--- config.mk ---
export PLATFORM = sky130hd
export DESIGN_NAME = atc_timer
export DESIGN_NICKNAME = d
export VERILOG_FILES = /design/src/atc_pkg.sv /design/src/atc_timer.sv
export SDC_FILE = /design/constraint.sdc
export NUM_CORES = 1
export LEC_CHECK = 0
export BUFFER_PORTS_ARGS = -buffer_cell sky130_fd_sc_hd__buf_2
export CORE_MARGIN = 2
export CORE_UTILIZATION = 55
export CTS_BUF_LIST = sky130_fd_sc_hd__clkbuf_8
export DETAILED_ROUTE_END_ITERATION = 10
export MAX_ROUTING_LAYER = met4
export PLACE_DENSITY = 0.75
export RECOVER_POWER = 50
export SETUP_SLACK_MARGIN = 0.2
export SLEW_MARGIN = 20
export SYNTH_ARGS = -nofsm -noshare
export SYNTH_HDL_FRONTEND = slang
export SYNTH_SLANG_ARGS = --single-unit
--- constraint.sdc ---
create_clock -name clk -period 4.12 [get_ports clk]
set_clock_uncertainty 0.05 [all_clocks]
set_input_delay 0 -clock clk [delete_from_list [all_inputs] [get_ports clk]]
set_output_delay 0 -clock clk [all_outputs]
set_load 0.005 [all_outputs]
--- src/atc_pkg.sv ---
/*
 * atc_pkg: register offsets, bit positions, reset values and timing constants
 * for the auxiliary timer with capture, autoreload, baud and clock-out modes.
 * assumes an 8-bit register port addressed by the printed byte offsets.
 */
package atc_pkg;

    localparam int          ADDR_W          = 8;
    localparam int          DATA_W          = 8;

    // register offsets
    localparam logic [7:0]  OFS_CONTROL     = 8'hC8;
    localparam logic [7:0]  OFS_MODE        = 8'hC9;
    localparam logic [7:0]  OFS_CAP_LOW     = 8'hCA;
    localparam logic [7:0]  OFS_CAP_HIGH    = 8'hCB;
    localparam logic [7:0]  OFS_COUNT_LOW   = 8'hCC;
    localparam logic [7:0]  OFS_COUNT_HIGH  = 8'hCD;

    // control register bit positions
    localparam int          BIT_OVF         = 7;
    localparam int          BIT_EXT_FLAG    = 6;
    localparam int          BIT_RCLK_SEL    = 5;
    localparam int          BIT_TRANSMIT_CLOCK_SELECT_SEL    = 4;
    localparam int          BIT_EXT_EN      = 3;
    localparam int          BIT_RUN         = 2;
    localparam int          BIT_CT_SEL      = 1;
    localparam int          BIT_CAP_SEL     = 0;

    // mode register bit positions
    localparam int          BIT_CLK_OE      = 1;
    localparam int          BIT_DOWN_EN     = 0;
    localparam logic [7:0]  MODE_RSVD_MASK  = 8'hFC;

    // reset values and count top
    localparam logic [7:0]  RST_BYTE        = 8'h00;
    localparam logic [15:0] RST_COUNT       = 16'h0000;
    localparam logic [15:0] COUNT_TOP       = 16'hFFFF;

    // timing
    localparam int          CLK_PERIOD_NS   = 10;
    localparam int          BAUD_DIV_CLKS   = 2;

endpackage : atc_pkg

--- src/atc_timer.sv ---
/*
 * atc_timer: 16-bit auxiliary timer/counter with capture, 16-bit autoreload
 * (optionally up/down), serial baud generation and clock output on the counter pin.
 * assumes a single 100 MHz clock, synchronous active-low reset, a byte-wide
 * register port with one-cycle strobes, and asynchronous pin inputs.
 */
// The address-and-strobe port is this design's own decision.
`timescale 1ns/10ps
module atc_timer
    import atc_pkg::*;
(
    input  wire logic              clk,
    input  wire logic              rst_n,
    input  wire logic [ADDR_W-1:0] reg_addr,
    input  wire logic [DATA_W-1:0] reg_wdata,
    input  wire logic              reg_write,
    input  wire logic              reg_read,
    output logic      [DATA_W-1:0] reg_rdata,
    input  wire logic              timer_tick,
    input  wire logic              counter_pin_in,
    output logic                   counter_pin_out,
    output logic                   counter_pin_oe,
    input  wire logic              trigger_pin,
    output logic                   timer_irq,
    output logic                   rx_baud_from_timer,
    output logic                   tx_baud_from_timer,
    output logic                   baud_overflow
);

    ////////////////////////////////////////////////////////////////////////////
    // registers
    logic [7:0]  control;
    logic        clock_output_enable;
    logic        down_count_enable;
    logic [15:0] reload;
    logic [15:0] count;
    logic        sw_ext_set;

    logic overflow_flag;
    logic external_flag;
    logic transmit_clock_select;
    logic receive_clock_select;
    logic external_enable;
    logic run_bit;
    logic counter_timer_select;
    logic capture_reload_select;

    assign overflow_flag         = control[BIT_OVF];
    assign external_flag         = control[BIT_EXT_FLAG];
    assign receive_clock_select  = control[BIT_RCLK_SEL];
    assign transmit_clock_select = control[BIT_TRANSMIT_CLOCK_SELECT_SEL];
    assign external_enable       = control[BIT_EXT_EN];
    assign run_bit               = control[BIT_RUN];
    assign counter_timer_select  = control[BIT_CT_SEL];
    assign capture_reload_select = control[BIT_CAP_SEL];

    ////////////////////////////////////////////////////////////////////////////
    // pin synchronisers and edge detection
    logic [1:0] trig_sync;
    logic [1:0] cnt_sync;
    logic       trig_prev;
    logic       cnt_prev;

    always_ff @(posedge clk) begin
        if (!rst_n) begin
            trig_sync <= 2'h3;
            cnt_sync  <= 2'h3;
            trig_prev <= 1'b1;
            cnt_prev  <= 1'b1;
        end else begin
            trig_sync <= {trig_sync[0], trigger_pin};
            cnt_sync  <= {cnt_sync[0], counter_pin_in};
            trig_prev <= trig_sync[1];
            cnt_prev  <= cnt_sync[1];
        end
    end

    logic trig_level;
    logic trig_fall;
    logic cnt_fall;
    assign trig_level = trig_sync[1];
    assign trig_fall  = trig_prev & ~trig_level;
    assign cnt_fall   = cnt_prev & ~cnt_sync[1];

    ////////////////////////////////////////////////////////////////////////////
    // mode decode
    logic baud_mode;
    logic clkout_mode;
    logic fast_mode;
    logic updown_mode;
    logic trig_event;

    assign baud_mode   = receive_clock_select | transmit_clock_select;
    assign clkout_mode = clock_output_enable & ~counter_timer_select;
    assign fast_mode   = baud_mode | clkout_mode;
    assign updown_mode = ~capture_reload_select & down_count_enable & ~baud_mode;
    // baud generation takes the trigger pin away from capture/reload
    assign trig_event  = trig_fall & external_enable & ~baud_mode;

    ////////////////////////////////////////////////////////////////////////////
    // count advance
    logic half_clk;
    logic advance;

    always_ff @(posedge clk) begin
        if (!rst_n) begin
            half_clk <= 1'b0;
        end else begin
            half_clk <= ~half_clk;
        end
    end

    always_comb begin
        if (!run_bit) begin
            advance = 1'b0;
        end else if (fast_mode) begin
            advance = half_clk;
        end else if (counter_timer_select) begin
            advance = cnt_fall;
        end else begin
            advance = timer_tick;
        end
    end

    logic count_down;
    logic wrap_up;
    logic wrap_down;
    logic rollover;
    assign count_down = updown_mode & ~trig_level;
    assign wrap_up    = advance & ~count_down & (count == COUNT_TOP);
    assign wrap_down  = advance & count_down & (count == reload);
    assign rollover   = wrap_up | wrap_down;

    logic reload_on_wrap;
    assign reload_on_wrap = ~capture_reload_select | baud_mode;

    logic [15:0] next_count;
    always_comb begin
        next_count = count;
        if (trig_event & ~capture_reload_select) begin
            next_count = reload;
        end else if (wrap_down) begin
            next_count = COUNT_TOP;
        end else if (wrap_up & reload_on_wrap) begin
            next_count = reload;
        end else if (advance & count_down) begin
            next_count = count - 16'h0001;
        end else if (advance) begin
            next_count = count + 16'h0001;
        end
    end

    ////////////////////////////////////////////////////////////////////////////
    // register writes
    logic wr_ctrl;
    assign wr_ctrl = reg_write & (reg_addr == OFS_CONTROL);

    always_ff @(posedge clk) begin
        if (!rst_n) begin
            count <= RST_COUNT;
        end else if (reg_write & (reg_addr == OFS_COUNT_LOW)) begin
            count <= {next_count[15:8], reg_wdata};
        end else if (reg_write & (reg_addr == OFS_COUNT_HIGH)) begin
            count <= {reg_wdata, next_count[7:0]};
        end else begin
            count <= next_count;
        end
    end

    always_ff @(posedge clk) begin
        if (!rst_n) begin
            reload <= {RST_BYTE, RST_BYTE};
        end else if (trig_event & capture_reload_select) begin
            reload <= count;
        end else if (reg_write & (reg_addr == OFS_CAP_LOW)) begin
            reload[7:0] <= reg_wdata;
        end else if (reg_write & (reg_addr == OFS_CAP_HIGH)) begin
            reload[15:8] <= reg_wdata;
        end
    end

    always_ff @(posedge clk) begin
        if (!rst_n) begin
            clock_output_enable <= 1'b0;
            down_count_enable   <= 1'b0;
        end else if (reg_write & (reg_addr == OFS_MODE)) begin
            clock_output_enable <= reg_wdata[BIT_CLK_OE];
            down_count_enable   <= reg_wdata[BIT_DOWN_EN];
        end
    end

    // hardware set wins over a software clear in the same cycle
    logic set_ovf;
    logic set_ext;
    logic tog_ext;
    assign set_ovf = rollover & ~baud_mode;
    assign set_ext = trig_fall & external_enable & ~baud_mode
                   & (capture_reload_select | ~down_count_enable);
    assign tog_ext = rollover & updown_mode;

    always_ff @(posedge clk) begin
        if (!rst_n) begin
            control <= RST_BYTE;
        end else begin
            if (wr_ctrl) begin
                control <= reg_wdata;
            end
            if (set_ovf) begin
                control[BIT_OVF] <= 1'b1;
            end
            if (set_ext) begin
                control[BIT_EXT_FLAG] <= 1'b1;
            end else if (tog_ext) begin
                control[BIT_EXT_FLAG] <= ~external_flag;
            end
        end
    end

    // a software write of one to the external flag also requests service
    always_ff @(posedge clk) begin
        if (!rst_n) begin
            sw_ext_set <= 1'b0;
        end else begin
            sw_ext_set <= wr_ctrl & reg_wdata[BIT_EXT_FLAG];
        end
    end

    ////////////////////////////////////////////////////////////////////////////
    // read port
    always_ff @(posedge clk) begin
        if (!rst_n) begin
            reg_rdata <= RST_BYTE;
        end else if (reg_read) begin
            unique case (reg_addr)
                OFS_CONTROL:    reg_rdata <= control;
                OFS_MODE:       reg_rdata <= MODE_RSVD_MASK
                                           | {6'h00, clock_output_enable,
                                              down_count_enable};
                OFS_CAP_LOW:    reg_rdata <= reload[7:0];
                OFS_CAP_HIGH:   reg_rdata <= reload[15:8];
                OFS_COUNT_LOW:  reg_rdata <= count[7:0];
                OFS_COUNT_HIGH: reg_rdata <= count[15:8];
                default:        reg_rdata <= RST_BYTE;
            endcase
        end else begin
            reg_rdata <= RST_BYTE;
        end
    end

    ////////////////////////////////////////////////////////////////////////////
    // outputs
    // the 17th-bit toggle mode keeps the external flag off the interrupt line
    logic irq_ovf;
    logic irq_ext;
    logic clk_out;
    logic baud_pulse;
    assign irq_ovf = overflow_flag & ~clkout_mode;
    assign irq_ext = (external_flag & ~updown_mode) | sw_ext_set;

    always_ff @(posedge clk) begin
        if (!rst_n) begin
            timer_irq  <= 1'b0;
            clk_out    <= 1'b0;
            baud_pulse <= 1'b0;
        end else begin
            timer_irq  <= irq_ovf | irq_ext;
            baud_pulse <= rollover & baud_mode;
            if (rollover & clkout_mode) begin
                clk_out <= ~clk_out;
            end
        end
    end

    assign counter_pin_out    = clk_out;
    assign counter_pin_oe     = clkout_mode;
    assign rx_baud_from_timer = receive_clock_select;
    assign tx_baud_from_timer = transmit_clock_select;
    assign baud_overflow      = baud_pulse;

endmodule : atc_timer

==> reports/metrics.yaml <==
gr-total-overflow: 0
period_share_pct: 69.9
synth-compound-area-share_pct: 20.9
share_of_flip_flops_with_an_asynchronous_set_or_reset_after_synthesis_pct: 0
power.combinational.fraction_pct: 5.2
floorplan.die.width_um: 87.4
cts.reportedPaths.clkPinSlew_ns: 0.08
cts_made_buffers: 9
grt_setup_unrepaired: "false"
worstSetupPathType: "reg -> reg"
utilization_pct: 63.0
synthAdderAreaFrac_pct: 0.654
post_route_cells_drive_above_1_share_pct: 11.6
worstSetupEndpointType: "register"
slew_headroom_pct: -29.4
ys_ff_latch: 61
floorplan.die_area_mm2: 0.00764
die_h_um: 87.4
cts_hold_buffers: 9
initial_antenna_violation_count: 0
drt_first_pass_iters: 5
setup_viol: 0
max-clock-path-buffers: 2
syn-num-nets: 507
synth_enable_flop_cells: 0
timing.fmax_ghz: 0.347
hpwlAfterDp_um: 9050
worst_setup_path_start_kind: "register"
final_hold_viol_count: 0
tritoncts: "yes"
synthDistinctLibCells: 59
min_path_type: "in -> reg"
violated_checks: "capacitance limit, slew limit"
slew_viol_final: 53
cellInternalPower_uw: 899
syn-cell-area_mm2: 0.00382
area_added_between_synthesis_and_finish_pct: 11.3
gp_congestion: 1.03
switching_share_pct: 24.8
largest_family_of_logic_cells_by_synthesized_area: "simple AND/OR/NAND/NOR gates"
tightestPinTransition_ns: 1.94
i_o_pin_count: 37
time_the_final_worst_path_needs_with_i_o_delays_and_setup_ns: 2.88
placementRows: 30
global_route.usage.total_pct: 34.9
synth.yosys.seq_area_share_pct: 31.9
max_cap_viol_count: 1
muxShareOfSynthArea_pct: 7.59
synth_xor_xnor_area_share_pct: 6.87
htreeDepth: 3
critPathArrivalTime_ns: 3.06
worstPathMaxFanout: 9
drt-initial-drc-count: 425
p_total_mw: 1.20
via_count: 3964
design.final.nets: 530
grt_pass1_wl_um: 19500
whs_ns: 0.0272
worst-endpoint-required_ns: 4.30
std_cell_core_area_mm2: 0.00676
post_synth.cell_area_avg_um2: 7.94
power.leakage_nw: 1.71
synth.yosys.warnings: 0
outcome: "finished with violations"
grt_start_max_net_pins: 53
portBuffers: 36
peakVddDrop_mv: 0.211
grt_pass1_vias: 3610
drc_errors_left: 0
post_synth_inst_count: 482
drt-total-wl_um: 12600
wl_per_cell_um: 21.4
post_cts_buffers: 0
seq_power_share_pct: 49.9
antenna_cells: 0
cts.sinks: 61
clkPwrFrac_pct: 44.9
net-switching-power_uw: 297
post_cts.resized_instances: 0
initial_util_pct: 56.6
dominantRegCellSynth: "sky130_fd_sc_hd__dfxtp_1"
synth_simple_gate_area_share_pct: 27.7
ant_nets: 0
fin_setup_tns_ns: 0
ctsRootBufferMaster: "sky130_fd_sc_hd__clkbuf_8"
insertion_delay_ns: 0.34
per_cell_via_count_in_the_routed_design: 6.72
power-per-cell-area_mw_per_mm2: 281
[critical path, stage by stage (launching register included)]
cell                       delay (ns)
sky130_fd_sc_hd__dfxtp_1         0.40
sky130_fd_sc_hd__nor4b_1         0.57
sky130_fd_sc_hd__nand2b_1        0.35
sky130_fd_sc_hd__nor3_1          0.47
sky130_fd_sc_hd__nand2_1         0.10
sky130_fd_sc_hd__o41ai_1         0.42
sky130_fd_sc_hd__xor2_1          0.12
sky130_fd_sc_hd__o31a_1          0.28
[routing by layer]
metal	routed length (µm)	vias to the layer above	GRT usage (%)
li1	-	1800	-
met1	5250	1869	46.5
met2	5610	238	49.8
met3	1130	57	7.39
met4	614	0	17.6
met5	0	-	-
[path summary, 6_finish.rpt]
| kind | start | endpoint | slack [ns] | cells after the start |
|---|---|---|---|---|
| hold reg to reg | trig_sync[0] | trig_sync[1] | 0.36 | 1 |
| hold / removal | reg_write | control[5] | 0.03 | 3 |
| setup reg to reg | control[5] | count[13] | 1.24 | 7 |
| setup / recovery | control[5] | count[13] | 1.24 | 7 |
[cell usage after synthesis (2+ instances only)]
master | count | area, µm²
sky130_fd_sc_hd__or4_1 | 3 | 22.5
sky130_fd_sc_hd__o31a_1 | 3 | 26.3
sky130_fd_sc_hd__or2_2 | 3 | 18.8
sky130_fd_sc_hd__a2bb2oi_1 | 2 | 17.5
sky130_fd_sc_hd__mux2i_1 | 20 | 200
sky130_fd_sc_hd__mux2_2 | 8 | 90.1
sky130_fd_sc_hd__nor3_1 | 15 | 75.1
sky130_fd_sc_hd__a21boi_0 | 11 | 82.6
sky130_fd_sc_hd__o2111ai_1 | 2 | 17.5
sky130_fd_sc_hd__nand4_1 | 8 | 50.1
sky130_fd_sc_hd__o221ai_1 | 4 | 35.0
sky130_fd_sc_hd__o31ai_1 | 4 | 30.0
sky130_fd_sc_hd__buf_2 | 8 | 40.0
sky130_fd_sc_hd__xor2_1 | 22 | 193
sky130_fd_sc_hd__clkbuf_1 | 27 | 101
sky130_fd_sc_hd__a22oi_1 | 8 | 60.1
sky130_fd_sc_hd__a31oi_1 | 5 | 31.3
sky130_fd_sc_hd__nand3_1 | 29 | 145
sky130_fd_sc_hd__nor2_1 | 30 | 113
sky130_fd_sc_hd__and4_1 | 2 | 17.5
sky130_fd_sc_hd__a32oi_1 | 4 | 35.0
sky130_fd_sc_hd__a21oi_1 | 17 | 85.1
sky130_fd_sc_hd__o21a_1 | 2 | 15.0
sky130_fd_sc_hd__nand2b_1 | 11 | 68.8
sky130_fd_sc_hd__a222oi_1 | 2 | 20.0
sky130_fd_sc_hd__and2_1 | 20 | 125
sky130_fd_sc_hd__a221oi_1 | 10 | 87.6
sky130_fd_sc_hd__nor2b_1 | 2 | 12.5
sky130_fd_sc_hd__ha_1 | 2 | 25.0
sky130_fd_sc_hd__o21ai_0 | 33 | 165
sky130_fd_sc_hd__dfxtp_1 | 61 | 1220
sky130_fd_sc_hd__o22ai_1 | 3 | 18.8
sky130_fd_sc_hd__nor4_1 | 6 | 37.5
sky130_fd_sc_hd__inv_1 | 6 | 22.5
sky130_fd_sc_hd__and3_1 | 5 | 31.3
sky130_fd_sc_hd__xnor2_1 | 8 | 70.1
sky130_fd_sc_hd__or3_1 | 2 | 12.5
sky130_fd_sc_hd__nand2_1 | 53 | 199
[cells by family (layout without fill, tap and decap cells)]
kind of cell / after synthesis / after routing
AOI/OAI and AO/OA: 118 / 118
xor gates and xnor gates: 30 / 30
adders and majority gates: 2 / 2
buffers and inverters: 42 / 70
DFF: 61 / 61
muxes: 28 / 28
and+or+nand+nor: 201 / 201
[sequential cells by signal, indices dropped and copies added, names as in the netlist]
name	flops
down_count_enable	1
baud_overflow	1
trig_prev	1
cnt_prev	1
sw_ext_set	1
reg_rdata	8
cnt_sync	2
half_clk	1
count	16
timer_irq	1
clock_output_enable	1
control	8
counter_pin_out	1
trig_sync	2
reload	16
[final cells by class]
type                            instances  area, µm²
Timing Repair Buffer                   48        280
Tap cell                               80        100
Sequential cell                        61       1220
Inverter                                6       22.5
Clock inverter                          7       76.3
Multi-Input combinational cell        379       2430
Fill cell                             634       2500
Clock buffer                            9        124
[cell usage in the layout, fill, tap and decap left out, types with 3 or more instances in the layout]
cell type	Yosys	layout
sky130_fd_sc_hd__dfxtp_1	61	61
sky130_fd_sc_hd__nand2_1	53	53
sky130_fd_sc_hd__o21ai_0	33	33
sky130_fd_sc_hd__nor2_1	30	30
sky130_fd_sc_hd__nand3_1	29	29
sky130_fd_sc_hd__buf_2	8	24
sky130_fd_sc_hd__xor2_1	22	22
sky130_fd_sc_hd__and2_1	20	20
sky130_fd_sc_hd__mux2i_1	20	20
sky130_fd_sc_hd__a21oi_1	17	17
sky130_fd_sc_hd__nor3_1	15	15
sky130_fd_sc_hd__nand2b_1	11	11
sky130_fd_sc_hd__a21boi_0	11	11
sky130_fd_sc_hd__clkbuf_1	27	11
sky130_fd_sc_hd__a221oi_1	10	10
sky130_fd_sc_hd__dlygate4sd3_1	0	10
sky130_fd_sc_hd__clkbuf_8	0	9
sky130_fd_sc_hd__nand4_1	8	8
sky130_fd_sc_hd__xnor2_1	8	8
sky130_fd_sc_hd__mux2_2	8	8
sky130_fd_sc_hd__a22oi_1	8	8
sky130_fd_sc_hd__inv_1	6	6
sky130_fd_sc_hd__nor4_1	6	6
sky130_fd_sc_hd__and3_1	5	5
sky130_fd_sc_hd__a31oi_1	5	5
sky130_fd_sc_hd__o221ai_1	4	4
sky130_fd_sc_hd__o31ai_1	4	4
sky130_fd_sc_hd__a32oi_1	4	4
sky130_fd_sc_hd__o22ai_1	3	3
sky130_fd_sc_hd__or2_2	3	3
sky130_fd_sc_hd__or4_1	3	3
sky130_fd_sc_hd__o31a_1	3	3
sky130_fd_sc_hd__clkinv_4	0	3
[per-stage QoR]
step / instance area, µm² / setup slack, ns / cells
floorplan: 3820 / 1.73 / 482
global placement: 3980 / 1.25 / 564
detailed placement: 3980 / 1.33 / 564
CTS: 4270 / 1.30 / 589
global route: 4260 / 1.15 / 590
finish: 4260 / 1.24 / 590
[power groups by stage]
stage | registers (mW) | logic, mW | clock network [mW]
3_5_place_dp | 0.610 | 0.0522 | 0
4_1_cts | 0.597 | 0.0589 | 0.543
6_report | 0.597 | 0.0617 | 0.538
5_1_grt | 0.597 | 0.0647 | 0.570
3_3_place_gp | 0.610 | 0.0516 | 0
2_1_floorplan | 0.609 | 0.0260 | 0
No activity file was read; power rests on OpenSTA's default activity.
